===== config.mk =====
export PLATFORM = sky130hd
export DESIGN_NAME = aecc_top
export DESIGN_NICKNAME = d
export VERILOG_FILES = /design/src/include/aecc_pkg.sv /design/src/hw/aecc_top.sv /design/src/hw/aecc_timer.sv /design/src/hw/aecc_apb.sv
export SDC_FILE = /design/constraint.sdc
export NUM_CORES = 1
export LEC_CHECK = 0
export ABC_AREA = 0
export BUFFER_PORTS_ARGS = -buffer_cell sky130_fd_sc_hd__buf_2
export CAP_MARGIN = 20
export CORE_MARGIN = 3
export CORE_UTILIZATION = 25
export CTS_CLUSTER_DIAMETER = 150
export DETAILED_ROUTE_END_ITERATION = 6
export HOLD_SLACK_MARGIN = 0.1
export RECOVER_POWER = 100
export SYNTH_ARGS = -nofsm -noshare
export SYNTH_HDL_FRONTEND = slang
export SYNTH_SLANG_ARGS = --single-unit
export TNS_END_PERCENT = 20

===== constraint.sdc =====
create_clock -name REF_CLK -period 2.29 [get_ports REF_CLK]
set_input_delay 0 -clock REF_CLK [delete_from_list [all_inputs] [get_ports REF_CLK]]
set_output_delay 0 -clock REF_CLK [all_outputs]
set_load 0.03 [all_outputs]

===== src/include/aecc_pkg.sv =====
package aecc_pkg;

    // ------------------------------------------------------------
    // register map
    // ------------------------------------------------------------
    localparam logic [7:0]  OFS_CTRL1   = 8'h04;
    localparam logic [7:0]  OFS_CTRL2   = 8'h08;
    localparam logic [7:0]  OFS_THR_HI  = 8'h24;
    localparam logic [7:0]  OFS_THR_LO  = 8'h28;
    localparam logic [7:0]  OFS_STATUS  = 8'h30;
    localparam logic [7:0]  OFS_MASK    = 8'h34;

    // ------------------------------------------------------------
    // field positions
    // ------------------------------------------------------------
    localparam int          CH_LSB      = 0;
    localparam int          CH_W        = 5;
    localparam int          SCAN_BIT    = 8;
    localparam int          SGL_BIT     = 9;
    localparam int          INJ_GD_BIT  = 22;
    localparam int          REG_GD_BIT  = 23;
    localparam int          ON_BIT      = 0;
    localparam int          REP_BIT     = 1;
    localparam int          CAL_BIT     = 2;
    localparam int          CLR_BIT     = 3;
    localparam int          EV_CONV     = 0;
    localparam int          EV_GUARD    = 1;
    localparam int          EV_CAL      = 2;
    localparam int          EV_CLR      = 3;
    localparam int          EV_W        = 4;
    localparam int          RES_W       = 12;

    // ------------------------------------------------------------
    // writable masks and reset values
    // ------------------------------------------------------------
    localparam logic [31:0] CTRL1_MASK  = 32'h00c0_031f;
    localparam logic [31:0] RST_CTRL1   = 32'h0000_0000;
    localparam logic [3:0]  RST_CTRL2   = 4'h0;
    localparam logic [11:0] RST_THR_HI  = 12'hfff;
    localparam logic [11:0] RST_THR_LO  = 12'h000;

    // ------------------------------------------------------------
    // timing
    // ------------------------------------------------------------
    localparam int          CLK_NS      = 100;
    localparam int          T_PWRUP_NS  = 1000;
    localparam int          T_CONV_NS   = 1400;
    localparam int          T_CAL_NS    = 8300;
    localparam int          T_CLR_NS    = 200;
    localparam int          TMR_W       = 16;
    localparam logic [15:0] PWRUP_CYC   =
        16'((T_PWRUP_NS + CLK_NS - 1) / CLK_NS);
    localparam logic [15:0] CONV_CYC    =
        16'((T_CONV_NS + CLK_NS - 1) / CLK_NS);
    localparam logic [15:0] CAL_CYC     =
        16'((T_CAL_NS + CLK_NS - 1) / CLK_NS);
    localparam logic [15:0] CLR_CYC     =
        16'((T_CLR_NS + CLK_NS - 1) / CLK_NS);

    // ------------------------------------------------------------
    // types
    // ------------------------------------------------------------
    typedef enum logic [5:0] {
        ST_OFF   = 6'h01,
        ST_PWRUP = 6'h02,
        ST_IDLE  = 6'h04,
        ST_CONV  = 6'h08,
        ST_CAL   = 6'h10,
        ST_CLR   = 6'h20
    } aecc_state_t;

    typedef struct packed {
        logic        psel;
        logic        penable;
        logic        pwrite;
        logic [7:0]  paddr;
        logic [31:0] pwdata;
    } aecc_apb_req_t;

    typedef struct packed {
        logic [31:0] prdata;
        logic        pready;
        logic        pslverr;
    } aecc_apb_rsp_t;

    typedef struct packed {
        logic [11:0] result;
        logic [4:0]  channel;
        logic        injected;
    } aecc_ana_in_t;

    typedef struct packed {
        logic power;
        logic sample;
        logic calibrate;
        logic trim_clear;
        logic guard_hit;
    } aecc_ana_out_t;

endpackage : aecc_pkg


===== src/hw/aecc_top.sv =====
// The APB register port is this design's own decision.
`timescale 1ns/100ps
// Function
// injected results are range checked only while injected guard enable is 1
// regular results are range checked only while regular guard enable is 1
// writing 1 to converter_on from 0 powers up, then converts
// writing 1 while converter_on is 1 starts a new conversion directly
// converter_on 0 stops conversion and calibration, holds power-down
// a write changing converter_on with other bits starts no conversion
// repeat select 0 stops after one conversion, 1 restarts automatically
// calibrate bit set by software, held while running, cleared when done
// trim_memory_clear bit set by software, cleared when clear completes
// converter_control_two sits at 0x08 and resets to zero
// guard_single_channel 0 checks all channels, 1 only the selected one
// reserved bits read zero and ignore writes
module aecc_top (
    input  wire logic               REF_CLK,
    input  wire logic               NRST,
    input  aecc_pkg::aecc_apb_req_t APB_REQ,
    output aecc_pkg::aecc_apb_rsp_t APB_RSP,
    input  aecc_pkg::aecc_ana_in_t  ANA_IN,
    output aecc_pkg::aecc_ana_out_t ANA_OUT,
    output logic                    IRQ
);
    import aecc_pkg::*;

    // ------------------------------------------------------------
    // state
    // ------------------------------------------------------------
    typedef struct packed {
        aecc_state_t   state;
        logic [31:0]   ctrl1;
        logic [3:0]    ctrl2;
        logic          start_pend;
        logic [11:0]   thr_hi;
        logic [11:0]   thr_lo;
        logic [3:0]    status;
        logic [3:0]    mask;
        logic          irq;
        aecc_ana_out_t ana;
    } aecc_top_st_t;

    localparam aecc_top_st_t RST_ST = '{
        state:      ST_OFF,
        ctrl1:      RST_CTRL1,
        ctrl2:      RST_CTRL2,
        start_pend: 1'b0,
        thr_hi:     RST_THR_HI,
        thr_lo:     RST_THR_LO,
        status:     4'h0,
        mask:       4'h0,
        irq:        1'b0,
        ana:        '0
    };

    aecc_top_st_t q;
    aecc_top_st_t d;
    logic         wr_en;
    logic         mapped;
    logic [31:0]  rd_data;
    logic         t_load;
    logic [15:0]  t_val;
    logic         t_done;
    logic         ctl2_wr;
    logic [3:0]   nw;
    logic         others_chg;
    logic         conv_end;
    logic         guard_en;
    logic         guard_scope;
    logic         hit;
    logic [3:0]   ev;

    // ------------------------------------------------------------
    // helpers
    // ------------------------------------------------------------
    function automatic logic is_mapped(input logic [7:0] a);
        is_mapped = (a == OFS_CTRL1) || (a == OFS_CTRL2) ||
                    (a == OFS_THR_HI) || (a == OFS_THR_LO) ||
                    (a == OFS_STATUS) || (a == OFS_MASK);
    endfunction : is_mapped

    function automatic logic outside(input logic [11:0] v,
                                     input logic [11:0] lo,
                                     input logic [11:0] hi);
        outside = (v < lo) || (v > hi);
    endfunction : outside

    // ------------------------------------------------------------
    // bus slave and phase timer
    // ------------------------------------------------------------
    assign mapped = is_mapped(APB_REQ.paddr);

    aecc_apb u_apb (
        .clk     (REF_CLK),
        .nrst    (NRST),
        .req     (APB_REQ),
        .rd_data (rd_data),
        .mapped  (mapped),
        .rsp     (APB_RSP),
        .wr_en   (wr_en)
    );

    aecc_timer #(.W(TMR_W)) u_tmr (
        .clk      (REF_CLK),
        .nrst     (NRST),
        .load     (t_load),
        .load_val (t_val),
        .done     (t_done)
    );

    // reserved positions never stored, so they read as zero
    always_comb begin
        case (APB_REQ.paddr)
            OFS_CTRL1:  rd_data = q.ctrl1;
            OFS_CTRL2:  rd_data = {28'h0000000, q.ctrl2};
            OFS_THR_HI: rd_data = {20'h00000, q.thr_hi};
            OFS_THR_LO: rd_data = {20'h00000, q.thr_lo};
            OFS_STATUS: rd_data = {28'h0000000, q.status};
            OFS_MASK:   rd_data = {28'h0000000, q.mask};
            default:    rd_data = 32'h0000_0000;
        endcase
    end

    // ------------------------------------------------------------
    // guard check
    // ------------------------------------------------------------
    assign conv_end    = (q.state == ST_CONV) && t_done;
    assign guard_en    = ANA_IN.injected ? q.ctrl1[INJ_GD_BIT]
                                         : q.ctrl1[REG_GD_BIT];
    assign guard_scope = !q.ctrl1[SGL_BIT] ||
        (ANA_IN.channel == q.ctrl1[CH_LSB +: CH_W]);
    assign hit = conv_end && guard_en && guard_scope &&
                 outside(ANA_IN.result, q.thr_lo, q.thr_hi);

    // ------------------------------------------------------------
    // next state
    // ------------------------------------------------------------
    assign ctl2_wr    = wr_en && (APB_REQ.paddr == OFS_CTRL2);
    assign nw         = APB_REQ.pwdata[3:0];
    // only the low nibble exists; upper bits cannot change
    assign others_chg = (nw[3:1] != q.ctrl2[3:1]);

    always_comb begin
        d      = q;
        t_load = 1'b0;
        t_val  = CONV_CYC;
        ev     = 4'h0;
        if (wr_en && APB_REQ.paddr == OFS_CTRL1) begin
            d.ctrl1 = APB_REQ.pwdata & CTRL1_MASK;
        end
        if (wr_en && APB_REQ.paddr == OFS_THR_HI) begin
            d.thr_hi = APB_REQ.pwdata[11:0];
        end
        if (wr_en && APB_REQ.paddr == OFS_THR_LO) begin
            d.thr_lo = APB_REQ.pwdata[11:0];
        end
        if (wr_en && APB_REQ.paddr == OFS_MASK) begin
            d.mask = APB_REQ.pwdata[3:0];
        end
        if (ctl2_wr) begin
            d.ctrl2[ON_BIT]  = nw[ON_BIT];
            d.ctrl2[REP_BIT] = nw[REP_BIT];
            if (nw[CAL_BIT]) begin
                d.ctrl2[CAL_BIT] = 1'b1;
            end
            if (nw[CLR_BIT]) begin
                d.ctrl2[CLR_BIT] = 1'b1;
            end
            if (nw[ON_BIT] && !others_chg) begin
                d.start_pend = 1'b1;
            end
        end
        case (q.state)
            ST_OFF: begin
                if (d.ctrl2[ON_BIT]) begin
                    d.state = ST_PWRUP;
                    t_load  = 1'b1;
                    t_val   = PWRUP_CYC;
                end
            end
            ST_PWRUP: begin
                if (t_done) begin
                    d.state = ST_IDLE;
                end
            end
            ST_IDLE: begin
                // clear and calibrate outrank a pending conversion
                if (q.ctrl2[CLR_BIT]) begin
                    d.state = ST_CLR;
                    t_load  = 1'b1;
                    t_val   = CLR_CYC;
                end else if (q.ctrl2[CAL_BIT]) begin
                    d.state = ST_CAL;
                    t_load  = 1'b1;
                    t_val   = CAL_CYC;
                end else if (q.start_pend) begin
                    d.state      = ST_CONV;
                    d.start_pend = 1'b0;
                    t_load       = 1'b1;
                end
            end
            ST_CONV: begin
                if (t_done) begin
                    ev[EV_CONV] = 1'b1;
                    if (q.ctrl2[REP_BIT]) begin
                        t_load = 1'b1;
                    end else begin
                        d.state = ST_IDLE;
                    end
                end
            end
            ST_CAL: begin
                if (t_done) begin
                    // a fresh set in the same cycle wins
                    d.ctrl2[CAL_BIT] = ctl2_wr && nw[CAL_BIT];
                    ev[EV_CAL]       = 1'b1;
                    d.state          = ST_IDLE;
                end
            end
            ST_CLR: begin
                if (t_done) begin
                    d.ctrl2[CLR_BIT] = ctl2_wr && nw[CLR_BIT];
                    ev[EV_CLR]       = 1'b1;
                    d.state          = ST_IDLE;
                end
            end
            default: begin
                d.state = ST_OFF;
            end
        endcase
        // power-down aborts everything, including pending requests
        if (!d.ctrl2[ON_BIT]) begin
            d.state          = ST_OFF;
            d.ctrl2[CAL_BIT] = 1'b0;
            d.ctrl2[CLR_BIT] = 1'b0;
            d.start_pend     = 1'b0;
        end
        ev[EV_GUARD] = hit;
        // set wins over write-one-to-clear
        if (wr_en && APB_REQ.paddr == OFS_STATUS) begin
            d.status = q.status & ~APB_REQ.pwdata[3:0];
        end
        d.status         = d.status | ev;
        d.irq            = |(d.status & d.mask);
        d.ana.power      = (d.state != ST_OFF);
        d.ana.sample     = (d.state == ST_CONV);
        d.ana.calibrate  = (d.state == ST_CAL);
        d.ana.trim_clear = (d.state == ST_CLR);
        d.ana.guard_hit  = hit;
    end

    always_ff @(posedge REF_CLK) begin
        if (!NRST) begin
            q <= RST_ST;
        end else begin
            q <= d;
        end
    end

    assign ANA_OUT = q.ana;
    assign IRQ     = q.irq;

    // ------------------------------------------------------------
    // assertions
    // ------------------------------------------------------------
    localparam int PU_DLY = 11;
endmodule : aecc_top


===== src/hw/aecc_timer.sv =====
`timescale 1ns/100ps
module aecc_timer #(
    parameter int W = 16
) (
    input  wire logic         clk,
    input  wire logic         nrst,
    input  wire logic         load,
    input  wire logic [W-1:0] load_val,
    output logic              done
);
    import aecc_pkg::*;

    typedef struct packed {
        logic [W-1:0] cnt;
    } aecc_tmr_st_t;

    aecc_tmr_st_t q;
    aecc_tmr_st_t d;

    // phase lasts load_val cycles; done flags its last one
    always_comb begin
        d = q;
        if (load) begin
            d.cnt = load_val;
        end else if (q.cnt != '0) begin
            d.cnt = q.cnt - W'(1);
        end
    end

    assign done = (q.cnt == W'(1));

    always_ff @(posedge clk) begin
        if (!nrst) begin
            q <= '0;
        end else begin
            q <= d;
        end
    end

endmodule : aecc_timer


===== src/hw/aecc_apb.sv =====
`timescale 1ns/100ps
module aecc_apb (
    input  wire logic            clk,
    input  wire logic            nrst,
    input  aecc_pkg::aecc_apb_req_t req,
    input  wire logic [31:0]     rd_data,
    input  wire logic            mapped,
    output aecc_pkg::aecc_apb_rsp_t rsp,
    output logic                 wr_en
);
    import aecc_pkg::*;

    typedef struct packed {
        logic [31:0] prdata;
    } aecc_apb_st_t;

    aecc_apb_st_t q;
    aecc_apb_st_t d;
    logic         access;

    // read data is snapshot in setup so it is steady in access
    always_comb begin
        d = q;
        if (req.psel && !req.penable && !req.pwrite) begin
            d.prdata = mapped ? rd_data : 32'h0000_0000;
        end
    end

    // zero wait states: every access completes in one cycle
    assign access      = req.psel && req.penable;
    assign wr_en       = access && req.pwrite && mapped;
    assign rsp.prdata  = q.prdata;
    assign rsp.pready  = 1'b1;
    assign rsp.pslverr = access && !mapped;

    always_ff @(posedge clk) begin
        if (!nrst) begin
            q <= '0;
        end else begin
            q <= d;
        end
    end

endmodule : aecc_apb


==> reports/results.ini, run 1 <==
[floorplanning]
die_y_um=147.7
pin_count=103
die_x_um=147.7
rows=51
dieArea_mm2=0.02182
core_area_mm2=0.01959
start_util_pct=25.62

[power]
vdd_drop_max_uv=371.7
p_sw_share_pct=32.51
seq_power_share_pct=39.5
p_leak_nw=2.591
combPwrFrac_pct=29.1
power_frac_clock_pct=31.4
powerDensity_mw_per_mm2=729.6
intPower_mw=3.016
netSwitchingPower_mw=1.453

[layout]
diodes=0
fillCellCount=2142
nets=799
final_cell_mix=88 x dfxtp_1, 75 x nand2_1, 50 x nor2_1
final_util_pct=31.26
final_common_cell=dfxtp_1
drive_above_1_share_pct=16.13
stdcell_area_mm2=0.006125
syn_to_final_growth_pct=22.01

[global_route]
first_global_vias=4346
antenna_found_initial=0
grt_overflow=0
grt_max_degree=29
grtUsageTotal_pct=13.24
grt_pass1_wl_mm=23.00

[sta]
timing.slew.headroom_pct=48.27
tns_ns=0
holdWs_ns=0.1189
finalHoldViolations=0
fmax_ghz=0.4438
fin_crit_ns=2.253
rsz0062_at_grt=yes
drv_slew=0
skew_ns=0.009001
fin_ws_ns=0.03665
period_share_pct=98.40
final-setup-viol-count=0
worst_pin_slew_ns=0.7751

[detailed_routing]
wl_per_cell_um=14.80
initialDrtViolationCount=275
ant_nets=0
drc=0
dr_total_vias=4665
vias_per_cell=4.770
dr.pass1.iters=5
wl_mm=14.47

[min_path]
min_path_cells=3
hold_path_class=input pin to register
holdPathEnd=q[35]$_SDFFE_PN1P_
min_from=NRST

[placed_design]
placed_area_mm2=0.005753
dp_slack_ns=-0.004691
dp_hpwl_mm=11.14
gp_congestion=0.8961
io_buffer_count=65

[worst_setup_path]
arrival_ns=2.53
reg2reg_depth=6
start_kind=register
critPathMaxStageDelay_ns=0.58
end_kind=register
path_cells=or4b_1, nor4_2, nor4_2, buf_4, or4b_1, a21oi_1
rr_startpoint=q[78]$_SDFF_PN0_
critPathKind=register to register
reg2reg_slack_ns=0.04
path_max_fanout=9
crit_required_ns=2.57
crit_slowest_cell=or4b_1
r2r_end=u_tmr.q[10]$_SDFFE_PN0P_

[synth]
yosys.area.top_type_share_pct=35.09
synth_top_area_cell=dfxtp_1
netlist_area_mm2=0.005020
synth_flop_cell=dfxtp_1
avgSynthCellArea_um2=8.202
synth_edf_count=0
synth_warnings=0
synthArstFlopShare_pct=0
ys_seq_area_share_pct=35.09
synthDistinctLibCells=68
synth_area_leaders=dfxtp_1 35%, ha_1 6.7%, nand2_1 5.6%
synthCells=612
synth-seq-cells=88

[clock_network]
clockBufferDepth=2
cts_root_buf=clkbuf_16
htree_levels=3
cts.clk_slew.worst_paths_ns=0.06
cts_tree=done
cts_buffers=9
cts_sinks=88
clk_latency_ns=0.35

[status]
status=completed

[job]
maxCapViolations=0

[flip-flops by register name (all words and copies together), names as in the netlist]
| signal | flops |
|---|---|
| q | 52 |
| u_tmr.q | 16 |
| ANA_OUT | 5 |
| IRQ | 1 |
| u_apb.q | 14 |
[timing repair]
item	4_1_cts	5_1_grt
hold endpoints to repair	38	0
gates cloned	0	0
pin swaps	1	1
endpoints found under the setup margin	3	9
buffers inserted	0	2
resized for setup	3	6
hold buffers	14	0
[cells in the mapped netlist, types with 8 or more instances]
master / n
dfxtp_1: 88
nand2_1: 75
nor2_1: 50
a21oi_1: 49
inv_1: 36
o21ai_0: 35
ha_1: 27
mux2i_1: 27
buf_4: 24
clkbuf_1: 22
nand3_1: 16
nor3_1: 16
nand4_1: 11
xor2_1: 11
a221oi_1: 8
and3_1: 8
mux2_2: 8
[worst max-delay path, delay by kind of cell (launching register included)]
family                 cells  cell delay [ns]
and+or+nand+nor            4             1.54
DFF                        1             0.31
buffers and inverters      1             0.18
AOI/OAI and AO/OA          1             0.16
[cells by family (layout without fill, tap and decap cells)]
| family | count (synthesis) | in the layout | synth area share (%) |
|---|---|---|---|
| DFF | 88 | 88 | 35.09 |
| AOI/OAI and AO/OA | 133 | 133 | 16.95 |
| other | 2 | 19 | 0.1496 |
| xor gates and xnor gates | 12 | 12 | 2.094 |
| adders and majority gates | 27 | 27 | 6.730 |
| muxes | 35 | 35 | 7.179 |
| and+or+nand+nor | 226 | 226 | 23.11 |
| buffers and inverters | 89 | 173 | 8.699 |
[power by group through the flow]
| stage | registers (mW) | logic (mW) | clock network, mW |
|---|---|---|---|
| floorplan | 1.79 | 0.835 | 0 |
| global placement | 1.78 | 1.24 | 0 |
| detailed placement | 1.78 | 1.25 | 0 |
| CTS | 1.75 | 1.28 | 1.44 |
| global route | 1.78 | 1.44 | 1.50 |
| finish | 1.76 | 1.30 | 1.40 |
[through the flow]
stage,instances,power (mW)
4_1_cts,976,4.469
3_3_place_gp,947,3.027
5_1_grt,978,4.729
2_1_floorplan,629,2.626
3_5_place_dp,947,3.037
6_report,978,4.468
[per-layer routing]
layer	routed length, µm	GRT usage (%)	part of all wire (%)	vias to the layer above
met2	6866	22.02	47	112
met1	6851	17.76	47	2204
met3	627	2.820	4.3	12
met5	0	0	0	-
li1	-	-	-	2337
met4	129	2.842	0.89	0
[area by class of cell]
cell class	count	area (µm²)	area share (%)
clock inverter	4	28.78	0.4699
timing repair buffer	122	710.7	11.60
multi-input combinational	452	2904	47.42
inverter	36	135.1	2.206
clock buffer	11	252.7	4.127
tap	265	331.6	5.414
sequential	88	1762	28.76
[how the worst max path moves through the flow]
stage               depth (start not counted)          startpoint                  endpoint  slack (ns)
global placement                            6    q[78]$_SDFF_PN0_  u_tmr.q[10]$_SDFFE_PN0P_       0.006
global route                                9  q[21]$_SDFFE_PN0P_            IRQ$_SDFF_PN0_       -0.02
floorplan                                   7    q[80]$_SDFF_PN0_  u_tmr.q[14]$_SDFFE_PN0P_        0.05
detailed placement                          8    q[78]$_SDFF_PN0_  u_tmr.q[10]$_SDFFE_PN0P_      -0.005
finish                                      6    q[78]$_SDFF_PN0_  u_tmr.q[10]$_SDFFE_PN0P_        0.04
CTS                                         9  q[21]$_SDFFE_PN0P_            IRQ$_SDFF_PN0_        0.01
(Power assumes the default switching activity.)
==> run 2: changes to the inputs <==
--- a/config.mk
+++ b/config.mk
@@ -5,13 +5,14 @@
 export SDC_FILE = /design/constraint.sdc
 export NUM_CORES = 1
 export LEC_CHECK = 0
-export ABC_AREA = 0
+export ABC_AREA = 1
 export BUFFER_PORTS_ARGS = -buffer_cell sky130_fd_sc_hd__buf_2
 export CAP_MARGIN = 20
 export CORE_MARGIN = 3
 export CORE_UTILIZATION = 25
 export CTS_CLUSTER_DIAMETER = 150
 export DETAILED_ROUTE_END_ITERATION = 6
+export GPL_TIMING_DRIVEN = 0
 export HOLD_SLACK_MARGIN = 0.1
 export RECOVER_POWER = 100
 export SYNTH_ARGS = -nofsm -noshare
==> run 2 against run 1 <==
Critical path depth rose by 4. Global-route usage fell by 0.56 points. Worst hold slack improved by 0.031 ns. Critical endpoint is now u_tmr.q[11]$_SDFFE_PN0P_. Combinational power barely moved. Clock power rose by 10%. Critical path type unchanged. Largest cell class unchanged. Wire length fell by 6.0%. Sequential share of layout area rose by 0.87 points. Final area fell by 2.9%. Clock-buffer cell count did not move.
==> reports/results.ini, run 2 <==
[status]
status=completed

[job]
maxCapViolations=0

[sta]
skew_ns=0.006683
final-setup-viol-count=0
worst_pin_slew_ns=1.036
fmax_ghz=0.4920
fin_crit_ns=2.033
holdWs_ns=0.1499
period_share_pct=88.76
rsz0062_at_grt=no
tns_ns=0
finalHoldViolations=0
fin_ws_ns=0.2575
timing.slew.headroom_pct=30.42
drv_slew=0

[layout]
reg.largest.list=q: 52 flops, u_tmr.q: 16 flops, u_apb.q: 14 flops
final_common_cell=nand2_1
nets=857
fin_cells=1032
syn_to_final_growth_pct=22.73
final_cell_mix=118 x nand2_1, 88 x dfxtp_1, 82 x inv_1
largest_reg_flops=52
top_register=q
drive_above_1_share_pct=14.77
diodes=0
final_util_pct=31.47
stdcell_area_mm2=0.005946

[synth]
synth-seq-cells=88
synth_compound_area_share_pct=16.53
synth_edf_count=0
synth_top_area_cell=dfxtp_1
avgSynthCellArea_um2=7.352
yosys.area.top_type_share_pct=36.36
synthDistinctLibCells=41
synthCells=659
synth_flop_cell=dfxtp_1
synthMuxAreaShare_pct=0
synth_area_leaders=dfxtp_1 36%, nand2_1 8.8%, ha_1 7.0%
synthXorXnorAreaFrac_pct=3.435
synth_warnings=0
ys_seq_area_share_pct=36.36
synth_most_common_cell=nand2_1
netlist_area_mm2=0.004845
synthSimpleGateAreaFrac_pct=24.74
synth_top_family_by_area=simple AND/OR/NAND/NOR gates
synthArstFlopShare_pct=0
yosys-top-cells-count=114 x nand2_1, 88 x dfxtp_1, 80 x inv_1, 62 x nor2_1, 61 x a21oi_1
synthAdderAreaFrac_pct=6.973

[detailed_routing]
dr.pass1.iters=5
dr_wl_met2_mm=5.906
met3_length_um=818
wl_per_cell_um=13.19
initialDrtViolationCount=339
drc=0
wl_mm=13.61
ant_nets=0
routed.top_layer=met4
dr_total_vias=4535
vias_per_cell=4.394
wirelength_met1_mm=6.605

[worst_setup_path]
path_cells=nor2_1, nand2_1, nor4_4, nand2_2, nor2_1, a21oi_2, nand2_4, inv_4, nand2_2, nor2_2
crit_slowest_cell=dfxtp_1
crit_required_ns=2.53
start_kind=register
reg2reg_depth=10
critPathMaxStageDelay_ns=0.34
path_delay_family=simple AND/OR/NAND/NOR gates
end_kind=register
r2r_end=u_tmr.q[11]$_SDFFE_PN0P_
cp_num_buf_inv=1
path_max_fanout=9
arrival_ns=2.27
rr_startpoint=u_tmr.q[10]$_SDFFE_PN0P_
reg2reg_slack_ns=0.26
critPathKind=register to register

[clock_network]
cts-resized-gates=0
clk_latency_ns=0.35
cts.clk_slew.worst_paths_ns=0.07
clockBufferDepth=2
cts_buffers=9
htree_levels=3
cts_root_buf=clkbuf_16
cts_sinks=88
cts_tree=done

[floorplanning]
dieArea_mm2=0.02108
die_x_um=145.2
pin_count=103
rows=50
start_util_pct=25.64
die_y_um=145.2
core_area_mm2=0.01889

[power]
vdd_drop_max_uv=347.8
powerDensity_mw_per_mm2=772.7
p_leak_nw=2.604
p_total_mw=4.595

[global_route]
grt_max_degree=16
grt_overflow=0
first_global_vias=4185
grt_pass1_wl_mm=21.69
grtUsageTotal_pct=12.68
antenna_found_initial=0

[min_path]
holdPathEnd=u_apb.q[0]$_SDFFE_PN0P_
min_path_cells=6
hold_path_class=input pin to register
min_from=APB_REQ[32]

[placed_design]
placed_area_mm2=0.005559
dp_slack_ns=0.3047
dp_hpwl_mm=10.40
placed_cells=1001
gp_congestion=0.9011
io_buffer_count=65

## run 2: cell types whose count changed after synthesis, sizes merged, moves of 8 or more
cell	previous run	this run
nand2	75	123
a221oi	9	1
and3	8	0
o211ai	4	13
a21oi	50	62
nor2	50	79
nand3	16	26
inv	36	84
o22ai	0	10
clkbuf	22	10
nor4	10	2
mux2i	27	0
mux2	8	0
## run 2: worst max path at each step
| stage | from | to | slack (ns) | cells after the start |
|---|---|---|---|---|
| floorplan | u_tmr.q[0]$_SDFFE_PN0P_ | u_tmr.q[14]$_SDFFE_PN0P_ | 0.69 | 11 |
| global placement | u_tmr.q[10]$_SDFFE_PN0P_ | u_tmr.q[14]$_SDFFE_PN0P_ | 0.33 | 10 |
| detailed placement | u_tmr.q[10]$_SDFFE_PN0P_ | u_tmr.q[9]$_SDFFE_PN0P_ | 0.30 | 10 |
| CTS | u_tmr.q[10]$_SDFFE_PN0P_ | u_tmr.q[14]$_SDFFE_PN0P_ | 0.30 | 10 |
| global route | u_tmr.q[10]$_SDFFE_PN0P_ | u_tmr.q[14]$_SDFFE_PN0P_ | 0.08 | 10 |
| finish | u_tmr.q[10]$_SDFFE_PN0P_ | u_tmr.q[11]$_SDFFE_PN0P_ | 0.26 | 10 |
## run 2: final cells by class
type,count,area (µm²)
buffer,41,245.2
inverter,84,317.8
timing repair buffer,80,449.2
fill,2082,12950
sequential,88,1762
tap,260,325.3
clock buffer,11,242.7
clock inverter,5,63.81
multi-input combinational,463,2540
## run 2: report_power, final
part / switching (mW) / internal, mW / total (mW)
logic: 0.754 / 0.546 / 1.30
registers: 0.103 / 1.65 / 1.75
clock network: 0.654 / 0.886 / 1.54
total: 1.51 / 3.08 / 4.59
## run 2: worst register-to-register path: stages (launching register included)
cell and delay, ns:
dfxtp_1 0.34, nor2_1 0.15, nand2_1 0.11, nor4_4 0.25
nand2_2 0.20, nor2_1 0.26, a21oi_2 0.19, nand2_4 0.15
inv_4 0.04, nand2_2 0.18, nor2_2 0.05
## run 2: what timing repair did
action / in CTS / in global routing
setup buffers: 0 / 0
endpoints found under the hold margin: 40 / 0
hold buffers: 15 / 0
## run 2: per-layer routing
metal | track usage [%] | vias up
met4 | 5.176 | 0
met2 | 19.02 | 140
met1 | 17.76 | 2028
li1 | - | 2346
met3 | 2.530 | 21
met5 | 0 | -
## run 2: logic make-up (layout without fill, tap and decap cells)
logic type / after synthesis / in the layout
and+or+nand+nor: 258 / 258
DFF: 88 / 88
adders and majority gates: 27 / 27
AOI/OAI and AO/OA: 140 / 140
buffers and inverters: 125 / 221
other: 2 / 19
xor gates and xnor gates: 19 / 19
